$ cat config.mk
export PLATFORM = sky130hd
export DESIGN_NAME = nvmc_ctrl
export DESIGN_NICKNAME = d
export VERILOG_FILES = /design/src/shared/nvmc_pkg.sv /design/src/nvmc_cmd_decode.sv /design/src/nvmc_ctrl.sv /design/src/nvmc_sleep_power.sv
export SDC_FILE = /design/constraint.sdc
export NUM_CORES = 1
export LEC_CHECK = 0
export BUFFER_PORTS_ARGS = -buffer_cell sky130_fd_sc_hd__buf_2
export CAP_MARGIN = 20
export CORE_UTILIZATION = 30
export CTS_CLUSTER_DIAMETER = 80
export DETAILED_ROUTE_END_ITERATION = 7
export GPL_ROUTABILITY_DRIVEN = 0
export PLACE_DENSITY = 0.47
export SLEW_MARGIN = 30
export SYNTH_ARGS = -nofsm -noshare
export SYNTH_HDL_FRONTEND = slang
export SYNTH_SLANG_ARGS = --single-unit
$ cat constraint.sdc
create_clock -name clk -period 2.3 [get_ports clk]
set_input_delay 0.115 -clock clk [delete_from_list [all_inputs] [get_ports clk]]
set_output_delay 0.115 -clock clk [all_outputs]
set_load 0.02 [all_outputs]
$ cat src/shared/nvmc_pkg.sv
// Purpose: Shared constants and types for the flash command and read control block
// Assumes: 32-bit register words, byte offsets on the register port
// Notes: All offsets, field positions and reset values live here
package nvmc_pkg;
  // ==========================================================
  // Register offsets and reset values
  localparam logic [7:0] OFS_CTRL_A = 8'h00;
  localparam logic [7:0] OFS_CTRL_B = 8'h04;
  localparam logic [7:0] OFS_STATUS = 8'h18;
  localparam logic [7:0] OFS_ADDR = 8'h1C;
  localparam logic [7:0] OFS_LOCK = 8'h20;
  localparam logic [31:0] RST_CTRL_B = 32'h0000_0080;
  localparam logic [7:0] EXEC_KEY = 8'hA5;
  localparam int unsigned ADDR_W = 22;
  // ==========================================================
  // Field positions
  localparam int unsigned CA_KEY_LO = 8;
  localparam int unsigned CB_RWS_LO = 1;
  localparam int unsigned CB_MANUAL = 7;
  localparam int unsigned CB_SLEEP_LO = 8;
  localparam int unsigned CB_TIMING_LO = 16;
  localparam int unsigned CB_CACHE_OFF = 18;
  localparam int unsigned ST_PRM = 0;
  localparam int unsigned ST_PERR = 2;
  localparam int unsigned ST_LOCKE = 3;
  localparam int unsigned ST_NVME = 4;
  localparam int unsigned ST_SB = 8;
  // ==========================================================
  // Command codes
  localparam logic [6:0] CMD_AUX_PROG = 7'h06;
  localparam logic [6:0] CMD_LOCKBIT_PROG = 7'h0F;
  localparam logic [6:0] CMD_EE_ERASE = 7'h1A;
  localparam logic [6:0] CMD_EE_PROG = 7'h1C;
  localparam logic [6:0] CMD_REGION_LOCK = 7'h40;
  localparam logic [6:0] CMD_REGION_UNLOCK = 7'h41;
  localparam logic [6:0] CMD_PRM_SET = 7'h42;
  localparam logic [6:0] CMD_PRM_CLEAR = 7'h43;
  localparam logic [6:0] CMD_BUF_WIPE = 7'h44;
  localparam logic [6:0] CMD_SECURE_SET = 7'h45;
  localparam logic [6:0] CMD_CACHE_FLUSH = 7'h46;
  localparam logic [6:0] CMD_DREGION_LOCK = 7'h47;
  localparam logic [6:0] CMD_DREGION_UNLOCK = 7'h48;
  // ==========================================================
  // Field encodings
  localparam logic [1:0] TIMING_ZERO_WAIT = 2'h0;
  localparam logic [1:0] TIMING_LOW_POWER = 2'h1;
  localparam logic [1:0] TIMING_UNIFORM = 2'h2;
  localparam logic [1:0] SLEEP_WAKE_ACCESS = 2'h0;
  localparam logic [1:0] SLEEP_WAKE_EXIT = 2'h1;
  localparam logic [7:0] SECURE_BYTE = 8'h00;
  // Array operations handed to the flash arrays
  typedef enum logic [2:0] {
    OP_NONE = 3'b000,
    OP_AUX_PROG = 3'b001,
    OP_LOCKBIT_PROG = 3'b010,
    OP_EE_ERASE = 3'b011,
    OP_EE_PROG = 3'b100,
    OP_SECURE_SET = 3'b101,
    OP_PAGE_PROG = 3'b110
  } nvmc_op_t;
  typedef enum logic [0:0] {
    FS_IDLE = 1'b0,
    FS_BUSY = 1'b1
  } nvmc_fsm_t;
endpackage

$ cat src/nvmc_cmd_decode.sv
// Purpose: Decode a command code into an array operation or a local action
// Assumes: Pure combinational, used by the command path
// Notes: Unknown codes decode to nothing at all
`timescale 1ns/1ps
module nvmc_cmd_decode (
  // Command code
  input wire logic [6:0] cmd,
  // Decoded actions
  output nvmc_pkg::nvmc_op_t op,
  output logic lock_rg,
  output logic unlock_rg,
  output logic lock_dr,
  output logic unlock_dr,
  output logic prm_set,
  output logic prm_clr,
  output logic buf_wipe,
  output logic flush
);
  // ==========================================================
  // Decode table
  always_comb begin
    op = nvmc_pkg::OP_NONE;
    lock_rg = 1'b0;
    unlock_rg = 1'b0;
    lock_dr = 1'b0;
    unlock_dr = 1'b0;
    prm_set = 1'b0;
    prm_clr = 1'b0;
    buf_wipe = 1'b0;
    flush = 1'b0;
    case (cmd)
      nvmc_pkg::CMD_AUX_PROG: op = nvmc_pkg::OP_AUX_PROG;
      nvmc_pkg::CMD_LOCKBIT_PROG: op = nvmc_pkg::OP_LOCKBIT_PROG;
      nvmc_pkg::CMD_EE_ERASE: op = nvmc_pkg::OP_EE_ERASE;
      nvmc_pkg::CMD_EE_PROG: op = nvmc_pkg::OP_EE_PROG;
      nvmc_pkg::CMD_REGION_LOCK: lock_rg = 1'b1;
      nvmc_pkg::CMD_REGION_UNLOCK: unlock_rg = 1'b1;
      nvmc_pkg::CMD_PRM_SET: prm_set = 1'b1;
      nvmc_pkg::CMD_PRM_CLEAR: prm_clr = 1'b1;
      nvmc_pkg::CMD_BUF_WIPE: buf_wipe = 1'b1;
      nvmc_pkg::CMD_SECURE_SET: op = nvmc_pkg::OP_SECURE_SET;
      nvmc_pkg::CMD_CACHE_FLUSH: flush = 1'b1;
      nvmc_pkg::CMD_DREGION_LOCK: lock_dr = 1'b1;
      nvmc_pkg::CMD_DREGION_UNLOCK: unlock_dr = 1'b1;
      default: op = nvmc_pkg::OP_NONE;
    endcase
  end
endmodule

$ cat src/nvmc_ctrl.sv
// Purpose: Command decoding, array sequencing and read/power control for the flash
// Assumes: Register port and array handshake run on clk; one word per access
// Notes: Region lock bits read back as one while the region is locked
`timescale 1ns/1ps
// Behaviour
// - Commands run only with key A5 in the same write; else programming error.
// - Code 06 programs aux page; only secure bit clear, user row only.
// - Code 0F programs lockbits from the lock register.
// - Code 1A erases addressed row of the emulation array.
// - Code 1C programs page buffer into addressed emulation array page.
// - Code 40 locks the main region holding the address.
// - Code 41 unlocks the main region holding the address.
// - Code 42 sets power reduction, code 43 clears it.
// - Code 44 clears the whole page buffer.
// - Code 45 sets the security bit by writing 00 to lockbit row.
// - Code 46 invalidates every read cache line.
// - Code 47 locks data region; secure regions need secure access.
// - Code 48 unlocks data region; secure regions need secure access.
// - Control two bit 18 disables the read cache.
// - Timing field 0 adds no wait state on a miss.
// - Timing field 1 saves power, one wait state per miss.
// - Timing field 2 makes hits and misses equal flash wait; 3 reserved.
// - Sleep field 0 wakes at first access; 3 disables auto power reduction.
// - Sleep field 1 wakes on sleep exit; 2 reserved.
// - Manual bit zero: last buffer word write starts page programming.
// - Manual bit one by default: programming only by explicit command.
module nvmc_ctrl #(
  parameter int unsigned REGIONS = 16,
  parameter int unsigned REGION_SHIFT = 12,
  parameter int unsigned DREGIONS = 8,
  parameter int unsigned DREGION_SHIFT = 8,
  parameter logic [21:0] USER_ROW_ADDR = 22'h20_0000,
  parameter int unsigned ROW_SHIFT = 8
) (
  // Clock and reset
  input wire logic clk,
  input wire logic rst,
  // Register port
  input wire logic reg_sel,
  input wire logic reg_wr,
  input wire logic [7:0] reg_addr,
  input wire logic [31:0] reg_wdata,
  input wire logic reg_secure,
  output logic [31:0] reg_rdata,
  // Page buffer writes
  input wire logic pbuf_wr,
  input wire logic pbuf_last,
  input wire logic pbuf_aux,
  input wire logic [21:0] pbuf_addr,
  // Flash array handshake
  input wire logic array_done,
  input wire logic array_err,
  input wire logic lockrow_secure,
  output logic array_start,
  output logic [2:0] array_op,
  output logic [21:0] array_addr,
  output logic [7:0] array_byte,
  output logic [REGIONS-1:0] region_lock,
  output logic [DREGIONS-1:0] dregion_lock,
  output logic ready,
  // Security extension
  input wire logic sec_ext_on,
  input wire logic [DREGIONS-1:0] dregion_secure,
  // Page buffer and cache
  output logic pbuf_clear,
  output logic cache_flush,
  output logic cache_off,
  output logic [3:0] miss_wait,
  output logic [3:0] hit_wait,
  // Power
  input wire logic sleep_enter,
  input wire logic sleep_exit,
  input wire logic mem_access,
  output logic power_down
);
  // ==========================================================
  // Helpers
  function automatic logic [7:0] region_of(input logic [21:0] a, input int unsigned sh);
    logic [21:0] s;
    s = a >> sh;
    return s[7:0];
  endfunction
  // ==========================================================
  // State
  nvmc_pkg::nvmc_fsm_t fsm_reg, fsm_next;
  nvmc_pkg::nvmc_op_t op_reg, op_next;
  logic [6:0] cmd_reg, cmd_next;
  logic [31:0] ctrl_b_reg, ctrl_b_next;
  logic [21:0] addr_reg, addr_next;
  logic [21:0] aaddr_reg, aaddr_next;
  logic [REGIONS-1:0] rl_reg, rl_next;
  logic [DREGIONS-1:0] dl_reg, dl_next;
  logic prm_reg, prm_next;
  logic perr_reg, perr_next;
  logic locke_reg, locke_next;
  logic nvme_reg, nvme_next;
  logic sb_reg, sb_next;
  logic boot_reg, boot_next;
  logic start_reg, start_next;
  logic wipe_reg, wipe_next;
  logic flush_reg, flush_next;
  logic pd_reg, pd_next;
  logic ready_reg, ready_next;
  logic [3:0] mw_reg, mw_next;
  logic [3:0] hw_reg, hw_next;
  logic [31:0] rdata_reg, rdata_next;
  // Decoder and sleep power outputs
  nvmc_pkg::nvmc_op_t dec_op;
  logic dec_lock, dec_unlock, dec_dlock, dec_dunlock;
  logic dec_pset, dec_pclr, dec_wipe, dec_flush;
  logic sleep_lp;
  nvmc_cmd_decode u_dec (
    .cmd(reg_wdata[6:0]),
    .op(dec_op),
    .lock_rg(dec_lock),
    .unlock_rg(dec_unlock),
    .lock_dr(dec_dlock),
    .unlock_dr(dec_dunlock),
    .prm_set(dec_pset),
    .prm_clr(dec_pclr),
    .buf_wipe(dec_wipe),
    .flush(dec_flush)
  );
  nvmc_sleep_power u_sleep (
    .clk(clk),
    .rst(rst),
    .sleep_power_field(ctrl_b_reg[nvmc_pkg::CB_SLEEP_LO +: 2]),
    .sleep_enter(sleep_enter),
    .sleep_exit(sleep_exit),
    .mem_access(mem_access),
    .low_power(sleep_lp)
  );
  // ==========================================================
  // Next-state logic
  always_comb begin
    logic wr, ca_wr, key_ok, busy, aux_ok, auto_go, dr_ok;
    logic [7:0] ri, di;
    wr = reg_sel && reg_wr;
    ca_wr = wr && (reg_addr == nvmc_pkg::OFS_CTRL_A);
    key_ok = reg_wdata[nvmc_pkg::CA_KEY_LO +: 8] == nvmc_pkg::EXEC_KEY;
    busy = (fsm_reg == nvmc_pkg::FS_BUSY);
    ri = region_of(addr_reg, REGION_SHIFT);
    di = region_of(addr_reg, DREGION_SHIFT);
    aux_ok = !sb_reg && ((addr_reg >> ROW_SHIFT) == (USER_ROW_ADDR >> ROW_SHIFT));
    dr_ok = !sec_ext_on || !dregion_secure[di[$clog2(DREGIONS)-1:0]] || reg_secure;
    auto_go = pbuf_wr && pbuf_last && !ctrl_b_reg[nvmc_pkg::CB_MANUAL];
    fsm_next = fsm_reg;
    op_next = op_reg;
    cmd_next = cmd_reg;
    ctrl_b_next = ctrl_b_reg;
    addr_next = addr_reg;
    aaddr_next = aaddr_reg;
    rl_next = rl_reg;
    dl_next = dl_reg;
    prm_next = prm_reg;
    perr_next = perr_reg;
    locke_next = locke_reg;
    nvme_next = nvme_reg;
    sb_next = sb_reg;
    boot_next = 1'b0;
    start_next = 1'b0;
    wipe_next = 1'b0;
    flush_next = 1'b0;
    rdata_next = rdata_reg;
    // Security bit is loaded from the lockbit row once after reset
    if (boot_reg) begin
      sb_next = lockrow_secure;
    end
    // Plain register writes; status clears come first so a same-cycle set wins
    if (wr && reg_addr == nvmc_pkg::OFS_CTRL_B) begin
      ctrl_b_next = reg_wdata & 32'h0007_039E;
    end
    if (wr && reg_addr == nvmc_pkg::OFS_ADDR) begin
      addr_next = reg_wdata[21:0];
    end
    if (wr && reg_addr == nvmc_pkg::OFS_STATUS) begin
      perr_next = perr_reg & ~reg_wdata[nvmc_pkg::ST_PERR];
      locke_next = locke_reg & ~reg_wdata[nvmc_pkg::ST_LOCKE];
      nvme_next = nvme_reg & ~reg_wdata[nvmc_pkg::ST_NVME];
    end
    // Array sequencer completion
    if (busy && array_done) begin
      fsm_next = nvmc_pkg::FS_IDLE;
      if (array_err) begin
        nvme_next = 1'b1;
      end
      if (op_reg == nvmc_pkg::OP_SECURE_SET) begin
        sb_next = 1'b1;
      end
    end
    // Command issue
    if (ca_wr) begin
      cmd_next = reg_wdata[6:0];
      if (!key_ok || busy) begin
        perr_next = 1'b1;
      end else begin
        if (dec_op != nvmc_pkg::OP_NONE) begin
          if (dec_op == nvmc_pkg::OP_AUX_PROG && !aux_ok) begin
            perr_next = 1'b1;
          end else begin
            // Explicit command starts the array operation
            fsm_next = nvmc_pkg::FS_BUSY;
            op_next = dec_op;
            aaddr_next = addr_reg;
            start_next = 1'b1;
          end
        end
        if (dec_lock) begin
          rl_next[ri[$clog2(REGIONS)-1:0]] = 1'b1;
        end
        if (dec_unlock) begin
          rl_next[ri[$clog2(REGIONS)-1:0]] = 1'b0;
        end
        if ((dec_dlock || dec_dunlock) && !dr_ok) begin
          locke_next = 1'b1;
        end else if (dec_dlock) begin
          dl_next[di[$clog2(DREGIONS)-1:0]] = 1'b1;
        end else if (dec_dunlock) begin
          dl_next[di[$clog2(DREGIONS)-1:0]] = 1'b0;
        end
        if (dec_pset) begin
          prm_next = 1'b1;
        end
        if (dec_pclr) begin
          prm_next = 1'b0;
        end
        wipe_next = dec_wipe;
        flush_next = dec_flush;
      end
    end else if (auto_go) begin
      // Automatic page programming; a command in the same cycle has priority
      if (busy) begin
        perr_next = 1'b1;
      end else begin
        fsm_next = nvmc_pkg::FS_BUSY;
        op_next = pbuf_aux ? nvmc_pkg::OP_AUX_PROG : nvmc_pkg::OP_PAGE_PROG;
        aaddr_next = pbuf_addr;
        start_next = 1'b1;
      end
    end
    // Cache timing outputs
    mw_next = 4'h0;
    hw_next = 4'h0;
    if (ctrl_b_next[nvmc_pkg::CB_TIMING_LO +: 2] == nvmc_pkg::TIMING_LOW_POWER) begin
      mw_next = 4'h1;
    end else if (ctrl_b_next[nvmc_pkg::CB_TIMING_LO +: 2] == nvmc_pkg::TIMING_UNIFORM) begin
      mw_next = ctrl_b_next[nvmc_pkg::CB_RWS_LO +: 4];
      hw_next = ctrl_b_next[nvmc_pkg::CB_RWS_LO +: 4];
    end
    pd_next = prm_next || sleep_lp;
    ready_next = (fsm_next == nvmc_pkg::FS_IDLE);
    // Registered read data
    if (reg_sel && !reg_wr) begin
      case (reg_addr)
        nvmc_pkg::OFS_CTRL_A: rdata_next = {25'h000_0000, cmd_reg};
        nvmc_pkg::OFS_CTRL_B: rdata_next = ctrl_b_reg;
        nvmc_pkg::OFS_STATUS: rdata_next = {23'h00_0000, sb_reg, 3'h0, nvme_reg, locke_reg,
                                            perr_reg, 1'b0, pd_reg};
        nvmc_pkg::OFS_ADDR: rdata_next = {10'h000, addr_reg};
        nvmc_pkg::OFS_LOCK: rdata_next = 32'(rl_reg);
        default: rdata_next = 32'h0000_0000;
      endcase
    end
  end
  // ==========================================================
  // State registers
  always_ff @(posedge clk) begin
    if (rst) begin
      fsm_reg <= nvmc_pkg::FS_IDLE;
      op_reg <= nvmc_pkg::OP_NONE;
      cmd_reg <= 7'h00;
      ctrl_b_reg <= nvmc_pkg::RST_CTRL_B;
      addr_reg <= 22'h00_0000;
      aaddr_reg <= 22'h00_0000;
      rl_reg <= '0;
      dl_reg <= '0;
      prm_reg <= 1'b0;
      perr_reg <= 1'b0;
      locke_reg <= 1'b0;
      nvme_reg <= 1'b0;
      sb_reg <= 1'b0;
      boot_reg <= 1'b1;
      start_reg <= 1'b0;
      wipe_reg <= 1'b0;
      flush_reg <= 1'b0;
      pd_reg <= 1'b0;
      ready_reg <= 1'b1;
      mw_reg <= 4'h0;
      hw_reg <= 4'h0;
      rdata_reg <= 32'h0000_0000;
    end else begin
      fsm_reg <= fsm_next;
      op_reg <= op_next;
      cmd_reg <= cmd_next;
      ctrl_b_reg <= ctrl_b_next;
      addr_reg <= addr_next;
      aaddr_reg <= aaddr_next;
      rl_reg <= rl_next;
      dl_reg <= dl_next;
      prm_reg <= prm_next;
      perr_reg <= perr_next;
      locke_reg <= locke_next;
      nvme_reg <= nvme_next;
      sb_reg <= sb_next;
      boot_reg <= boot_next;
      start_reg <= start_next;
      wipe_reg <= wipe_next;
      flush_reg <= flush_next;
      pd_reg <= pd_next;
      ready_reg <= ready_next;
      mw_reg <= mw_next;
      hw_reg <= hw_next;
      rdata_reg <= rdata_next;
    end
  end

  // ==========================================================
  // Outputs, all straight from flip-flops except array_byte, which is the constant SECURE_BYTE
  assign reg_rdata = rdata_reg;
  assign array_start = start_reg;
  assign array_op = op_reg;
  assign array_addr = aaddr_reg;
  assign array_byte = nvmc_pkg::SECURE_BYTE;
  assign region_lock = rl_reg;
  assign dregion_lock = dl_reg;
  assign ready = ready_reg;
  assign pbuf_clear = wipe_reg;
  assign cache_flush = flush_reg;
  assign cache_off = ctrl_b_reg[nvmc_pkg::CB_CACHE_OFF];
  assign miss_wait = mw_reg;
  assign hit_wait = hw_reg;
  assign power_down = pd_reg;
endmodule

$ cat src/nvmc_sleep_power.sv
// Purpose: Automatic low-power entry and exit around system sleep
// Assumes: Sleep and access strobes come from logic on the same clock
// Notes: The reserved field value behaves as disabled
`timescale 1ns/1ps
module nvmc_sleep_power (
  // Clock and reset
  input wire logic clk,
  input wire logic rst,
  // Control
  input wire logic [1:0] sleep_power_field,
  input wire logic sleep_enter,
  input wire logic sleep_exit,
  input wire logic mem_access,
  // State
  output logic low_power
);
  logic lp_reg;
  logic lp_next;
  logic enabled;

  // ==========================================================
  // Entry and exit selection
  always_comb begin
    enabled = (sleep_power_field == nvmc_pkg::SLEEP_WAKE_ACCESS) ||
      (sleep_power_field == nvmc_pkg::SLEEP_WAKE_EXIT);
    lp_next = lp_reg;
    if (!enabled) begin
      lp_next = 1'b0;
    end else if (lp_reg) begin
      // Exit event depends on the chosen wake style
      if (sleep_power_field == nvmc_pkg::SLEEP_WAKE_ACCESS) begin
        lp_next = ~mem_access;
      end else begin
        lp_next = ~sleep_exit;
      end
    end else begin
      lp_next = sleep_enter;
    end
  end

  // State register
  always_ff @(posedge clk) begin
    if (rst) begin
      lp_reg <= 1'b0;
    end else begin
      lp_reg <= lp_next;
    end
  end

  assign low_power = lp_reg;
endmodule
==> metrics.txt <==
status=complete, no violations; Synth Flop Type=dfxtp_1; DR vias/cell=4.962; Worst-Skew Late Latency=0.42 ns; post-layout min period=2.188 ns; TritonCTS Sinks=128; Critical Path Fanout Max=9; 1st-iter DRT viols=426; Clock Tree Buf Depth=2; Synth Warn #=0; fin area=0.008255 mm²; Routed Antenna Nets=0; Post-Syn Area=0.006238 mm²; Critical Path RT=2.61 ns; worst-margin pin slew=0.6038 ns; CTS H-tree depth=4; final hold slack=0.02166 ns; register area share after synthesis=41.08%; commonest non-fill, non-tap cell in the layout=buf_2; largest family of logic cells by synthesized area=simple AND/OR/NAND/NOR gates; total global-route track usage=20.57%; port bufs=159; CP Class=in -> reg; Starting Density=30.73%; Inserted Clock Buffers=17; Fmax=0.4570 GHz; static leakage=3.489 nW; #FFs+latches synth=128; Hold WC Path Type=in -> reg; Slew HR=59.74%; Max VDD drop=0.4956 mV; Pre-antenna DRT Iters=6; setup TNS=0 ns; post-synthesis area per instance=8.396 µm²; CTS clk-pin slew, worst paths=0.05 ns; Mapped Cells=743; CTS tree=done; total grt overflow=0; post-synthesis compound-gate area fraction=16.09%; detailed-placement wirelength estimate=16,430 µm; largest net degree at the start of global routing=50; number of synthesized flops with an enable pin=0; unrepaired setup endpoints after global routing=false; DIE AREA=0.02138 mm²; # nets final=1,017; post-synthesis mux area share=9.567%; Slew Limit Fails=0; Final Hold Violating Endpoints=0; Netlist cell types=63; I/O Pins=188; Setup crit end kind=flop; skew final=0.006810 ns; CTS Root Cell=clkbuf_16; Area growth, synth to finish=32.33%; Post-Synth Simple-Gate Area=25.99%; dpl cell area=0.007512 mm²; Synth Area in Adders=0%; num rows=52; crit path launch type=input pin; number of antenna violations at the first check in global routing=1; vias post-DR=6,024; Final setup viols=0; Die X=146.2 µm; first-pass GRT wire length=33,240 µm; Core ar.=0.02030 mm²; PD cells=630.0 mW/mm²; drt wl/cell=17.94 µm; DIE HEIGHT=146.2 µm; routed wire length=21,790 µm; ys async rst share=0%; share of post-route cells with drive strength above 1=29.59%; DRC=0; Post-Synth XOR/XNOR Area=0.2808%; crit share post-route=95.15%; most frequent cells in the layout=buf_2 (158), nand2_1 (128), dfxtp_1 (128); vias in the first global route=5,705; Arr. time, crit path=2.49 ns; Fill cells=2,144; Max Cap Viol=0
worst max-delay path, stage by stage:
cell and delay, ns:
dlygate4sd3_1 0.56, buf_2 0.15, nor4bb_1 0.27, and3_1 0.26, nand2_2 0.12, o41a_2 0.49
buf_4 0.21, mux2_4 0.30
logic make-up after synthesis:
kind of cell              Yosys count
xor gates and xnor gates            2
DFF                               128
other                               1
muxes                              51
AOI/OAI and AO/OA                 158
and+or+nand+nor                   318
buffers and inverters              85
repair_timing:
action                     in CTS  in global routing
resized for setup               0                  3
setup buffers                   0                  0
hold endpoints to repair       18                  0
hold buffers                   16                  0
setup endpoints to repair       0                  8
power by group:
group          internal (mW)  switching (mW)  leakage [nW]
sequential              2.23         0.00544          1.03
combinational          0.136           0.213          2.18
clock                   1.66           0.958         0.276
total                   4.02            1.18          3.49
layout make-up:
class / instances / area [µm²] / share of cell area, %
clock inverter: 6 / 82.58 / 1.000
antenna: 1 / 2.502 / 0.03031
tap: 270 / 337.8 / 4.092
timing repair buffer: 231 / 1429 / 17.31
sequential: 128 / 2562 / 31.04
multi-input combinational: 547 / 3333 / 40.38
clock buffer: 24 / 481.7 / 5.835
inverter: 7 / 26.28 / 0.3183
Yosys cell counts, drive strengths merged, types with 7 or more instances:
master / n / share of area (%)
clkbuf: 42 / 2.5
a31oi: 8 / 0.80
nor2b: 30 / 3.0
mux2i: 27 / 4.3
a211oi: 16 / 1.9
nand2b: 25 / 2.5
nor3: 10 / 0.88
mux2: 24 / 5.2
nand2: 129 / 7.8
inv: 7 / 0.42
buf: 36 / 4.0
nor2: 38 / 2.3
nand3: 17 / 1.4
nand4: 7 / 0.70
a22oi: 10 / 1.2
a21oi: 74 / 5.9
dfxtp: 128 / 41
nor4: 21 / 2.5
a2bb2oi: 9 / 1.3
o21ai: 12 / 0.96
worst paths after layout:
| check | startpoint | end | slack (ns) | cells after the start |
|---|---|---|---|---|
| hold reg to reg | reg_rdata[5]$_SDFFE_PP0P_ | reg_rdata[5]$_SDFFE_PP0P_ | 0.45 | 2 |
| hold / removal | array_err | nvme_reg$_SDFF_PP0_ | 0.02 | 3 |
| setup reg to reg | addr_reg[8]$_SDFFE_PP0P_ | array_addr[16]$_SDFFE_PP0P_ | 0.20 | 6 |
| setup / recovery | reg_wdata[12] | array_addr[16]$_SDFFE_PP0P_ | 0.11 | 8 |
through the flow:
stage / worst slack (ns) / power [mW] / std cells / util, %
5_1_grt: 0.04105 / 5.372 / 1213 / 40.66
6_report: 0.1116 / 5.201 / 1214 / 40.67
3_5_place_dp: 0.07509 / 2.603 / 1167 / 37.01
3_3_place_gp: 0.1059 / 2.603 / 1167 / 37.01
2_1_floorplan: 0.2982 / 2.472 / 760 / -
4_1_cts: 0.04712 / 5.246 / 1213 / 40.58
layer usage:
layer / wire (µm) / part of all wire [%] / global-route usage (%) / vias to the layer above
met3: 1172 / 5.4 / 4.000 / 29
li1: - / - / - / 2963
met1: 10230 / 47 / 28.07 / 2838
met5: 0 / 0 / 0 / -
met2: 10000 / 46 / 32.36 / 194
met4: 376 / 1.7 / 6.875 / 0
Power figures use the tool's default switching activity.
